[config.mk]
export PLATFORM = sky130hd
export DESIGN_NAME = cdt_timing
export DESIGN_NICKNAME = d
export VERILOG_FILES = /design/src/design/cdt_pkg.sv /design/src/design/cdt_tick_if.sv /design/src/design/cdt_timing.sv /design/src/design/cdt_ms_tick.sv
export SDC_FILE = /design/constraint.sdc
export NUM_CORES = 1
export LEC_CHECK = 0
export ABC_AREA = 1
export ABC_CLOCK_PERIOD_IN_PS = 10100
export BUFFER_PORTS_ARGS = -buffer_cell sky130_fd_sc_hd__buf_4
export CAP_MARGIN = 20
export CORE_ASPECT_RATIO = 2
export CORE_MARGIN = 1.5
export CORE_UTILIZATION = 49
export CTS_BUF_LIST = sky130_fd_sc_hd__clkbuf_16
export DETAILED_ROUTE_END_ITERATION = 10
export PLACE_DENSITY_LB_ADDON = 0.1
export SYNTH_ARGS = -nofsm -noshare
export SYNTH_HDL_FRONTEND = slang
export SYNTH_SLANG_ARGS = --single-unit
[constraint.sdc]
create_clock -name clk_sys -period 10.1 [get_ports clk_sys]
set_clock_uncertainty 0.15 [all_clocks]
set_input_delay 1.01 -clock clk_sys [delete_from_list [all_inputs] [get_ports clk_sys]]
set_output_delay 1.01 -clock clk_sys [all_outputs]
set_load 0.005 [all_outputs]
[src/design/cdt_pkg.sv]
// Constants, types and helpers of the dump timing block
package cdt_pkg;
  // ----------------------------------------
  // Clock and timing
  // ----------------------------------------
  localparam int CLK_PERIOD_NS = 5; // 200 MHz system clock
  localparam int MS_NS = 1000000; // One millisecond
  localparam int MS_CYCLES = MS_NS / CLK_PERIOD_NS; // Cycles per ms
  localparam logic [13:0] DUMP_SHORT_MS = 14'h03e8; // 1 s dump
  localparam logic [13:0] DUMP_LONG_MS = 14'h2710; // 10 s dump
  localparam logic [9:0] BLANK_MIN_MS = 10'h004; // Shortest blanking
  localparam logic [9:0] BLANK_STEP_MS = 10'h002; // Blanking step
  localparam logic [3:0] BLANK_SEL_MAX = 4'hb; // Step count to 26 ms
  localparam logic [9:0] H500_MS = 10'h1f4; // Half of 1 Hz
  localparam logic [9:0] H100_MS = 10'h064; // Half of 5 Hz
  localparam logic [9:0] H50_MS = 10'h032; // Half of 10 Hz
  localparam logic [9:0] H900_MS = 10'h384; // 1 Hz signal at 90 %
  localparam logic [9:0] H150_MS = 10'h096; // 5 Hz signal at 75 %
  localparam logic [3:0] CAL_LAST_OTHER = 4'h1; // Every other dump
  localparam logic [3:0] CAL_LAST_TENTH = 4'h9; // Every tenth dump
  localparam logic [10:0] ADV_SLOW_MS = 11'h4e2; // About 0.8 Hz
  localparam logic [10:0] ADV_KNOB_MS = 11'h040; // Rate knob step
  localparam logic [10:0] ADV10_MS = 11'h064; // 10 channels/s
  localparam logic [10:0] ADV50_MS = 11'h014; // 50 channels/s
  localparam logic [10:0] ADV250_MS = 11'h004; // 250 channels/s
  localparam logic [7:0] CHAN_LAST = 8'hbf; // Highest channel
  // ----------------------------------------
  // Registers and fields
  // ----------------------------------------
  localparam logic [7:0] REG_CTRL = 8'h00; // Control
  localparam logic [7:0] REG_STAT = 8'h04; // Status
  localparam logic [7:0] REG_DATA = 8'h08; // Dump word pop
  localparam logic [7:0] REG_DISP = 8'h0c; // Displayed data
  localparam logic [7:0] REG_SNAP = 8'h10; // Settings sent with dump
  localparam int F_RATE = 0; // Rate and duty, 3 bits
  localparam int F_BLANK = 3; // Blanking step, 4 bits
  localparam int F_DUMP = 7; // 1: ten second dump
  localparam int F_CAL = 8; // 1: calibrate every tenth dump
  localparam int F_LTEST = 9; // Lamp test
  localparam int F_TEST = 10; // Test signal select
  localparam int F_MODE = 11; // Display mode select, 3 bits
  localparam int F_ADV = 14; // Advance toggle
  localparam int F_KNOB = 15; // Advance rate knob, 4 bits
  localparam logic [31:0] CTRL_RESET = 32'h0000_0080; // 1 Hz, 10 s
  localparam int MEM_DEPTH = 8; // Words per bank
  localparam int WORD_W = 31; // Dump word width below the flag
  // ----------------------------------------
  // Types
  // ----------------------------------------
  typedef enum logic [2:0] {R1_50, R5_50, R10_50, R1_90, R5_75} cdt_rate_e;
  typedef enum logic [2:0] {M_HOLD, M_STEP, M_ADV10, M_ADV50, M_ADV250} cdt_mode_e;
  typedef enum logic [1:0] {PH_BSIG = 2'b00, PH_ISIG = 2'b01, PH_BREF = 2'b11,
    PH_IREF = 2'b10} cdt_phase_e;
  // Length of one half of the switching cycle
  function automatic logic [9:0] halfMs(input logic [2:0] rate, input logic isRef);
    case (cdt_rate_e'(rate))
      R5_50: halfMs = H100_MS;
      R10_50: halfMs = H50_MS;
      R1_90: halfMs = isRef ? H100_MS : H900_MS;
      R5_75: halfMs = isRef ? H50_MS : H150_MS;
      default: halfMs = H500_MS;
    endcase
  endfunction : halfMs
  // Blanking length from its step count, clamped at the top
  function automatic logic [9:0] blankMs(input logic [3:0] sel);
    logic [3:0] s;
    s = (sel > BLANK_SEL_MAX) ? BLANK_SEL_MAX : sel;
    blankMs = 10'(BLANK_MIN_MS + BLANK_STEP_MS * 10'(s));
  endfunction : blankMs
  // Channel advance period for a display mode
  function automatic logic [10:0] advMs(input logic [2:0] mode, input logic [3:0] knob);
    case (cdt_mode_e'(mode))
      M_ADV10: advMs = ADV10_MS;
      M_ADV50: advMs = ADV50_MS;
      M_ADV250: advMs = ADV250_MS;
      default: advMs = 11'(ADV_SLOW_MS - ADV_KNOB_MS * 11'(knob));
    endcase
  endfunction : advMs
endpackage : cdt_pkg

[src/design/cdt_tick_if.sv]
// Millisecond tick carrier between the tick source and its user
`timescale 1ns/1ps
`default_nettype none
interface cdt_tick_if;
  logic tick; // One-cycle pulse each millisecond
  modport src (output tick);
  modport snk (input tick);
endinterface : cdt_tick_if
`default_nettype wire

[src/design/cdt_timing.sv]
// Dump timing, switching, noise schedule, display and bank control
`timescale 1ns/1ps
`default_nettype none

// Notes on behaviour
// - Five rate and duty pairs only
// - At 1 Hz unequal, 0.9/0.1 s split
// - Calibration every other or every tenth dump
// - Noise drive on in signal phases only
// - Each phase starts blanked, registers cleared
// - Blanking 4 to 26 ms, 2 ms steps
// - Integrate only after blanking ends
// - Data lamp on at dump, off when read
// - Integration lamp on during signal half
// - Display lamp on for signal channel
// - Dump lamp off at start, on halfway
// - Lamp test forces all lamps on
// - Hold mode: fixed channel, refresh each dump
// - Step mode: 0.8 to 3.5 Hz, data follows
// - Fast modes 10/50/250 ch/s, data off
// - Non-hold modes need advance toggle
// - Test output is clock divided by two
// - Interrupt at each dump end
// - Two banks; previous stable one dump
// - Transferred word top bit alternates
// - Dump period one or ten seconds
// - Settings sampled in last half cycle
module cdt_timing #(
  parameter int MS_CYCLES = cdt_pkg::MS_CYCLES // Cycles per millisecond
)
(
  // Clock, reset and freeze
  input wire logic clk_sys,
  input wire logic rst,
  input wire logic ce,
  // APB slave
  input wire logic [7:0] paddr,
  input wire logic psel,
  input wire logic penable,
  input wire logic pwrite,
  input wire logic [31:0] pwdata,
  output logic [31:0] prdata,
  output logic pready,
  output logic pslverr,
  // Correlator side
  input wire logic corrWe,
  input wire logic [2:0] corrAddr,
  input wire logic [cdt_pkg::WORD_W-1:0] corrData,
  output logic integrate,
  output logic clearRegs,
  output logic sigPhase,
  output logic bankSel,
  output logic dumpIrq,
  // Panel
  output logic updateIndicator,
  output logic dataAvailableIndicator,
  output logic intPhaseLamp,
  output logic dispPhaseLamp,
  output logic noiseSourceIndicator,
  output logic dumpTimeIndicator,
  output logic noiseDrive,
  output logic dataDispOn,
  output logic testOut
);

  // ----------------------------------------
  // Controls and tick
  // ----------------------------------------
  logic [31:0] ctrl; // Control register
  logic [31:0] ctrlSnap; // Settings sent with the dump
  logic [2:0] rate; // Rate and duty select
  logic [3:0] blankSel; // Blanking step count
  logic dumpLong; // Ten second dump
  logic calTenth; // Calibrate every tenth dump
  logic lampTest; // Force lamps on
  logic testSignalSelect; // Test output select
  logic [2:0] displayModeSelect; // Display mode
  logic advanceToggle; // Advance toggle up or down
  logic [3:0] rateKnob; // Step rate knob
  logic tick; // Millisecond pulse
  assign rate = ctrl[cdt_pkg::F_RATE +: 3];
  assign blankSel = ctrl[cdt_pkg::F_BLANK +: 4];
  assign dumpLong = ctrl[cdt_pkg::F_DUMP];
  assign calTenth = ctrl[cdt_pkg::F_CAL];
  assign lampTest = ctrl[cdt_pkg::F_LTEST];
  assign testSignalSelect = ctrl[cdt_pkg::F_TEST];
  assign displayModeSelect = ctrl[cdt_pkg::F_MODE +: 3];
  assign advanceToggle = ctrl[cdt_pkg::F_ADV];
  assign rateKnob = ctrl[cdt_pkg::F_KNOB +: 4];
  cdt_tick_if msIf();
  cdt_ms_tick #(.CYC(MS_CYCLES)) uTick (
    .clk_sys(clk_sys),
    .rst(rst),
    .ce(ce),
    .t(msIf)
  );
  assign tick = msIf.tick;
  // ----------------------------------------
  // Dump period
  // ----------------------------------------
  logic [13:0] dumpMs; // Milliseconds into the dump
  logic [13:0] dumpLen; // Dump length
  logic dumpEnd; // Last millisecond of the dump ends now
  logic [3:0] dumpIdx; // Dump count in the calibration schedule
  logic calOn; // Calibration dump
  assign dumpLen = dumpLong ? cdt_pkg::DUMP_LONG_MS : cdt_pkg::DUMP_SHORT_MS;
  assign dumpEnd = tick && (dumpMs >= dumpLen - 14'h0001);
  assign calOn = (dumpIdx == 4'h0);
  // Dump counter and calibration schedule
  always_ff @(posedge clk_sys)
  begin
    if (rst)
    begin
      dumpMs <= 14'h0000;
      dumpIdx <= 4'h0;
    end
    else if (ce && tick)
    begin
      dumpMs <= dumpEnd ? 14'h0000 : dumpMs + 14'h0001;
      if (dumpEnd)
        dumpIdx <= (dumpIdx >= (calTenth ? cdt_pkg::CAL_LAST_TENTH : cdt_pkg::CAL_LAST_OTHER))
          ? 4'h0 : dumpIdx + 4'h1;
    end
  end
  // ----------------------------------------
  // Switching phases
  // ----------------------------------------
  cdt_pkg::cdt_phase_e phase; // Current phase
  cdt_pkg::cdt_phase_e next_phase; // Phase after this cycle
  logic [9:0] phaseMs; // Milliseconds into the phase
  logic [9:0] phaseLen; // Length of this half
  logic [9:0] blankLen; // Blanking length
  logic [9:0] halfCyc; // Half the switching cycle
  logic sigNow; // Phase is signal
  logic phaseEnd; // Phase ends on this tick
  logic blankDone; // Blanking ends on this tick
  assign sigNow = (phase == cdt_pkg::PH_BSIG) || (phase == cdt_pkg::PH_ISIG);
  assign phaseLen = cdt_pkg::halfMs(rate, !sigNow);
  assign blankLen = cdt_pkg::blankMs(blankSel);
  assign halfCyc = 10'((cdt_pkg::halfMs(rate, 1'b0) + cdt_pkg::halfMs(rate, 1'b1)) >> 1);
  assign phaseEnd = tick && (phaseMs >= phaseLen - 10'h001);
  assign blankDone = tick && (phaseMs + 10'h001 >= blankLen);
  // Next phase: blank, integrate, swap halves
  always_comb
  begin
    next_phase = phase;
    case (phase)
      cdt_pkg::PH_BSIG: if (blankDone) next_phase = cdt_pkg::PH_ISIG;
      cdt_pkg::PH_ISIG: if (phaseEnd) next_phase = cdt_pkg::PH_BREF;
      cdt_pkg::PH_BREF: if (blankDone) next_phase = cdt_pkg::PH_IREF;
      cdt_pkg::PH_IREF: if (phaseEnd) next_phase = cdt_pkg::PH_BSIG;
      default: next_phase = cdt_pkg::PH_BSIG;
    endcase
    if (dumpEnd)
      next_phase = cdt_pkg::PH_BSIG;
  end
  // Phase state and its millisecond count
  always_ff @(posedge clk_sys)
  begin
    if (rst)
    begin
      phase <= cdt_pkg::PH_BSIG;
      phaseMs <= 10'h000;
    end
    else if (ce)
    begin
      phase <= next_phase;
      if (dumpEnd || phaseEnd)
        phaseMs <= 10'h000;
      else if (tick)
        phaseMs <= phaseMs + 10'h001;
    end
  end
  // Correlator strobes and noise drive
  always_ff @(posedge clk_sys)
  begin
    if (rst)
    begin
      integrate <= 1'b0;
      clearRegs <= 1'b0;
      sigPhase <= 1'b1;
      noiseDrive <= 1'b0;
    end
    else if (ce)
    begin
      integrate <= (next_phase == cdt_pkg::PH_ISIG) || (next_phase == cdt_pkg::PH_IREF);
      clearRegs <= dumpEnd || phaseEnd;
      sigPhase <= (next_phase == cdt_pkg::PH_BSIG) || (next_phase == cdt_pkg::PH_ISIG);
      // Dump end drops the drive so an old schedule never leaks into the next dump
      noiseDrive <= calOn && !dumpEnd &&
        ((next_phase == cdt_pkg::PH_BSIG) || (next_phase == cdt_pkg::PH_ISIG));
    end
  end
  // Settings snapshot at the start of the final half cycle
  always_ff @(posedge clk_sys)
  begin
    if (rst)
      ctrlSnap <= cdt_pkg::CTRL_RESET;
    else if (ce && tick && (dumpMs == dumpLen - {4'h0, halfCyc}))
      ctrlSnap <= ctrl;
  end
  // ----------------------------------------
  // Banks and dump hand-over
  // ----------------------------------------
  logic [cdt_pkg::WORD_W-1:0] mem [0:2*cdt_pkg::MEM_DEPTH-1]; // Two banks
  logic dataAvail; // Previous bank waits for the computer
  logic [2:0] rdPtr; // Next word to hand over
  logic apbDone; // Access completes at this edge
  logic dataPop; // Computer takes a dump word
  logic lastPop; // Final word of the bank taken
  assign dataPop = apbDone && !pwrite && (paddr == cdt_pkg::REG_DATA);
  assign lastPop = dataPop && (rdPtr == 3'(cdt_pkg::MEM_DEPTH - 1));
  // Correlator writes into the bank being filled
  always_ff @(posedge clk_sys)
  begin
    if (ce && corrWe)
      mem[{bankSel, corrAddr}] <= corrData;
  end
  // Bank swap, availability flag and interrupt
  always_ff @(posedge clk_sys)
  begin
    if (rst)
    begin
      bankSel <= 1'b0;
      dataAvail <= 1'b0;
      dumpIrq <= 1'b0;
      rdPtr <= 3'h0;
    end
    else if (ce)
    begin
      dumpIrq <= dumpEnd;
      if (dumpEnd)
      begin
        bankSel <= !bankSel;
        dataAvail <= 1'b1;
        rdPtr <= 3'h0;
      end
      else
      begin
        if (lastPop)
          dataAvail <= 1'b0;
        if (dataPop)
          rdPtr <= rdPtr + 3'h1;
      end
    end
  end
  // ----------------------------------------
  // Display
  // ----------------------------------------
  logic [7:0] chan; // Shown channel number
  logic [10:0] advCnt; // Milliseconds since last step
  logic [cdt_pkg::WORD_W-1:0] dispData; // Shown channel data
  logic dispRefresh; // Reload shown data next cycle
  logic isHold; // Hold-channel mode
  logic advActive; // Stepping enabled
  assign isHold = (displayModeSelect == cdt_pkg::M_HOLD);
  assign advActive = !isHold && advanceToggle;
  // Channel stepping
  always_ff @(posedge clk_sys)
  begin
    if (rst)
    begin
      chan <= 8'h00;
      advCnt <= 11'h000;
      dispRefresh <= 1'b0;
    end
    else if (ce)
    begin
      dispRefresh <= isHold ? dumpEnd : 1'b0;
      if (advActive && tick)
      begin
        if (advCnt >= cdt_pkg::advMs(displayModeSelect, rateKnob) - 11'h001)
        begin
          advCnt <= 11'h000;
          chan <= (chan >= cdt_pkg::CHAN_LAST) ? 8'h00 : chan + 8'h01;
          dispRefresh <= (displayModeSelect == cdt_pkg::M_STEP);
        end
        else
          advCnt <= advCnt + 11'h001;
      end
    end
  end
  // Shown data: previous bank, blank in fast modes
  always_ff @(posedge clk_sys)
  begin
    if (rst)
    begin
      dispData <= '0;
      dataDispOn <= 1'b1;
    end
    else if (ce)
    begin
      dataDispOn <= isHold || (displayModeSelect == cdt_pkg::M_STEP) || !advanceToggle;
      if (advActive && !(displayModeSelect == cdt_pkg::M_STEP))
        dispData <= '0;
      else if (dispRefresh)
        dispData <= mem[{!bankSel, chan[2:0]}];
    end
  end
  // ----------------------------------------
  // Lamps and test output
  // ----------------------------------------
  // Every lamp here yields to lamp test
  always_ff @(posedge clk_sys)
  begin
    if (rst)
    begin
      updateIndicator <= 1'b0;
      dataAvailableIndicator <= 1'b0;
      intPhaseLamp <= 1'b0;
      dispPhaseLamp <= 1'b0;
      noiseSourceIndicator <= 1'b0;
      dumpTimeIndicator <= 1'b0;
    end
    else if (ce)
    begin
      updateIndicator <= isHold || lampTest;
      dataAvailableIndicator <= dataAvail || lampTest;
      intPhaseLamp <= sigNow || lampTest;
      dispPhaseLamp <= !chan[0] || lampTest;
      noiseSourceIndicator <= noiseDrive || lampTest;
      dumpTimeIndicator <= (dumpMs >= (dumpLen >> 1)) || lampTest;
    end
  end
  // Half-rate test square wave
  always_ff @(posedge clk_sys)
  begin
    if (rst)
      testOut <= 1'b0;
    else if (ce)
      testOut <= testSignalSelect ? !testOut : 1'b0;
  end
  // ----------------------------------------
  // APB slave, one wait state
  // ----------------------------------------
  logic apbAcc; // First access cycle
  logic mapped; // Address decodes
  logic [31:0] rdMux; // Read value
  assign apbAcc = psel && penable && !pready;
  assign apbDone = psel && penable && pready;
  assign mapped = (paddr == cdt_pkg::REG_CTRL) || (paddr == cdt_pkg::REG_STAT) ||
    (paddr == cdt_pkg::REG_DATA) || (paddr == cdt_pkg::REG_DISP) || (paddr == cdt_pkg::REG_SNAP);
  // Read decode
  always_comb
  begin
    case (paddr)
      cdt_pkg::REG_CTRL: rdMux = ctrl;
      cdt_pkg::REG_STAT: rdMux = {8'h00, chan, 4'h0, rdPtr, dumpIdx, calOn, integrate, sigNow,
        dataAvail, bankSel};
      cdt_pkg::REG_DATA: rdMux = {!rdPtr[0], mem[{!bankSel, rdPtr}]};
      cdt_pkg::REG_DISP: rdMux = {1'b0, dispData};
      cdt_pkg::REG_SNAP: rdMux = ctrlSnap;
      default: rdMux = 32'h0000_0000;
    endcase
  end
  // Answer and control writes
  always_ff @(posedge clk_sys)
  begin
    if (rst)
    begin
      pready <= 1'b0;
      pslverr <= 1'b0;
      prdata <= 32'h0000_0000;
      ctrl <= cdt_pkg::CTRL_RESET;
    end
    else if (ce)
    begin
      pready <= apbAcc;
      pslverr <= apbAcc && !mapped;
      prdata <= (apbAcc && !pwrite) ? rdMux : 32'h0000_0000;
      if (apbDone && pwrite && (paddr == cdt_pkg::REG_CTRL))
        ctrl <= pwdata;
    end
  end
endmodule : cdt_timing
`default_nettype wire

[src/design/cdt_ms_tick.sv]
// Millisecond tick divider from the system clock
`timescale 1ns/1ps
`default_nettype none
module cdt_ms_tick #(
  parameter int CYC = cdt_pkg::MS_CYCLES // Cycles per tick
)
(
  // Clock, reset and freeze
  input wire logic clk_sys,
  input wire logic rst,
  input wire logic ce,
  // Tick out
  cdt_tick_if.src t
);
  logic [31:0] cnt; // Cycles into this millisecond
  // ----------------------------------------
  // Divider
  // ----------------------------------------
  // Count to the period and pulse once
  always_ff @(posedge clk_sys)
  begin
    if (rst)
    begin
      cnt <= 32'h0000_0000;
      t.tick <= 1'b0;
    end
    else if (ce)
    begin
      t.tick <= (cnt == 32'(CYC - 1));
      cnt <= (cnt == 32'(CYC - 1)) ? 32'h0000_0000 : cnt + 32'h0000_0001;
    end
  end
endmodule : cdt_ms_tick
`default_nettype wire

==> flow_summary.yaml <==
floorplanning:
  initial_core_util: 0.494
  dieHeight_um: 386
  die-area_mm2: 0.0750
  io_pins: 129
  fp.dieW_um: 194
  rows: 140
  floorplan.core_area_mm2: 0.0727
timing:
  worstMarginPinSlew_ns: 1.06
  relSlewSlack: 0.293
  layout_min_cycle_time_ns: 4.07
  setup_violations: 0
  slew_viol_final: 0
  post-route-period-util: 0.402
  fmaxAchievable_mhz: 246
  grt_setup_unrepaired: "false"
  timing.final.hold_violations: 0
  finalSetupTns_ns: 0
placed_design:
  place.gp.congestion: 0.916
  postPlaceCellArea_mm2: 0.0374
  detailed_place_hpwl_um: 71100
  port_buffers: 128
finish:
  stdcell_area_mm2: 0.0396
  register_area_mm2: 0.0195
  post_route_cells_drive_above_1_share: 0.0853
  layout-area-overhead-vs-synth_pct: 10.2
  total_of_fill_cells_in_the_finished_design: 6603
  multi_input_area_mm2: 0.0143
  nets: 4206
clock_network:
  clock_path_buffers: 3
  postCtsHoldBufs: 0
  htreeDepth: 3
  cts_tree: "done"
  clk-insertion-delay-late_ns: 0.65
  postCtsSetupRepairBufs: 0
  cts_resized: 0
  clock_sink_count: 726
  tritoncts.num_buffers: 68
  cts.clk_slew.worst_paths_ns: 0.07
  cts_root_buf: "clkbuf_16"
synthesis:
  synth_area_per_cell_um2: 8.77
  synth_unique_cells: 52
  asyncSetResetFlopFracSynth: 0
  synth-seq-cells: 726
  netlist_top_cells_area: "edfxtp_1 (41%), dfxtp_1 (13%), o21ai_0 (11%)"
  area_leader_netlist: "edfxtp_1"
  synth.cell_area_mm2: 0.0359
  synthesis.yosys.warnings: 0
  synth_ff_type: "edfxtp_1"
  postSynthCellCount: 4093
  synth-edff-count: 496
  synthDominantCellAreaShare: 0.415
  synth_sequential_area_ratio: 0.543
routing:
  length_of_routed_met3_wiring_um: 8010
  remaining_antenna_violation_count_after_routing: 0
  wl_met2_um: 59500
  drt_pre_antenna_iters: 5
  viasPerCell: 6.08
  met1_length_um: 42900
  post-route-drc-count: 0
  initial_drc_count: 2594
  routed.top_layer: "met5"
  wirelength_um: 118000
  wl_per_cell_um: 23.4
  dr_total_vias: 30653
setup_path:
  timing.critical_path.to_type: "flop"
  critical_path.reg2reg.startpoint: "ctrl[2]"
  setup.worst_path.start: "ctrl[2]"
  worstSetupPathType: "reg -> reg"
  cp_max_fo: 64
  r2r_slack_ns: 6.03
  cp_data_required_time_ns: 10.48
  worstSetupStartpointType: "flop"
  timing.critical_path.arrival_ns: 4.44
power:
  total_switching_power_mw: 1.25
  power_density_mw_per_mm2: 149
  leakage_power_nw: 13.7
  clock_power_share: 0.435
  combinationalPowerShare: 0.024
  peakVddDrop_mv: 0.112
  pwr-share-seq: 0.542
  p_int_mw: 4.66
  netSwitchingFraction: 0.212
grt:
  grtUsageTotal: 0.312
  grt_antenna_before_repair: 2
  grt.overflow.total: 0
  pin_count_of_the_biggest_net_entering_global_routing: 206
  global_route_wire_length_before_repair_um: 176000
  vias_in_the_first_global_route: 29574
min_path:
  worst_hold_startpoint: "prdata[0]"
  hold_path_class: "reg -> reg"
job:
  drv.max_cap_violation_count: 0
run_status:
  status: "complete, no violations"
==> state kept, by name, summed over array words and instances, names as in the netlist, 2 cells and up <==
name       cells
rdPtr          3
dumpMs        14
dumpIdx        4
uTick.cnt     32
advCnt        11
phaseMs       10
chan           8
dispData      31
prdata        32
ctrl          32
ctrlSnap      32
phase          2
mem          496
==> per-stage QoR <==
step           worst slack, ns  instances  hold WS [ns]  power, mW   util
4_1_cts                   6.13       5038         0.317       5.94  0.544
3_3_place_gp              6.19       4916         0.304       3.40  0.514
3_5_place_dp              6.07       4916         0.307       3.40  0.514
6_report                  6.03       5040         0.317       5.91  0.544
5_1_grt                   5.70       5039         0.335       6.05  0.544
2_1_floorplan             6.50       4094         0.279       3.31      -
==> layout by cell type, fill, tap and decap left out, types with 3 or more instances in the layout <==
cell	netlist	final
nor2_4	2	19
bufinv_16	0	5
nor2_2	9	9
nand3b_1	15	15
clkbuf_16	0	73
buf_4	3	176
a31oi_1	4	4
nand2_2	6	7
inv_1	277	286
o22ai_1	35	35
dfxtp_4	0	5
ha_1	60	60
o211ai_1	111	111
xor2_1	27	27
clkinv_1	2	18
o221ai_1	3	3
inv_2	9	11
o21ai_0	779	779
dfxtp_1	230	223
xnor2_1	12	12
nor3_1	29	29
nand4_1	35	35
a211oi_1	7	7
o21ai_1	32	32
nand3_1	145	145
o2111ai_1	7	7
inv_4	1	3
nor3b_1	7	7
edfxtp_1	496	496
or2_2	5	5
a21oi_1	482	482
nor2_1	467	450
nor4_1	13	13
nand2_1	478	477
nand3_2	9	9
clkinv_2	0	11
==> Yosys cell counts, types with 2 or more instances <==
cell,n
a211oi_1,7
a21oi_1,482
a31oi_1,4
and3_1,2
buf_1,30
buf_2,48
buf_4,3
buf_6,10
clkbuf_1,187
clkinv_1,2
dfxtp_1,230
edfxtp_1,496
ha_1,60
inv_1,277
inv_2,9
nand2_1,478
nand2_2,6
nand2_4,2
nand3_1,145
nand3_2,9
nand3b_1,15
nand4_1,35
nor2_1,467
nor2_2,9
nor2_4,2
nor3_1,29
nor3_2,2
nor3b_1,7
nor4_1,13
o2111ai_1,7
o211ai_1,111
o21a_1,2
o21ai_0,779
o21ai_1,32
o21bai_1,2
o221ai_1,3
o22ai_1,35
or2_2,5
xnor2_1,12
xor2_1,27
==> final cells by class <==
class                      instances  share of cell area
multi-input combinational       2801               0.361
clock buffer                      73              0.0462
sequential                       726               0.493
antenna                            1           0.0000632
inverter                         289              0.0276
timing repair buffer             178              0.0344
tap                              923              0.0292
clock inverter                    49             0.00854
==> power groups by stage <==
stage / clock network (mW) / registers [mW] / logic (mW)
3_3_place_gp: 0 / 3.26 / 0.138
4_1_cts: 2.60 / 3.20 / 0.140
6_report: 2.57 / 3.20 / 0.140
2_1_floorplan: 0 / 3.26 / 0.0504
3_5_place_dp: 0 / 3.26 / 0.139
5_1_grt: 2.70 / 3.20 / 0.152
==> worst paths after layout <==
kind	end	cells after the start
max	ctrlSnap[29]	24
min	prdata[0]	2
max reg2reg	ctrlSnap[29]	24
min reg2reg	prdata[0]	2
==> logic make-up after synthesis <==
kind of cell | share of synthesized area
AND/OR/NAND/NOR | 0.146
flip-flops | 0.543
AO/OA/AOI/OAI | 0.216
other | 0.000104
adder cells (fa/ha/maj) | 0.0215
XOR/XNOR | 0.0103
buffers and inverters | 0.0634
==> worst max-delay path, stage by stage, from the launching register on <==
cell	delay, ns
dfxtp_1	0.48
inv_2	0.10
nand3_2	0.11
nand2_2	0.09
inv_2	0.11
nand2_4	0.08
nand2_1	0.06
ha_1	0.26
nand2_1	0.12
nand2_1	0.08
xor2_1	0.16
ha_1	0.33
nand2_1	0.09
nor2_1	0.09
nand3_1	0.09
nand3_1	0.10
nand2_1	0.11
nand2_1	0.08
nand2_1	0.05
nand2_1	0.06
nand2_1	0.12
nor2_8	0.69
nand3_1	0.15
nand2_1	0.10
nor2_1	0.05
==> layer usage <==
layer	global-route usage	vias to the layer above
met1	0.348	14781
li1	-	14286
met3	0.0517	361
met2	0.552	1223
met4	0.199	2
met5	0	-
(Power assumes the default switching activity.)
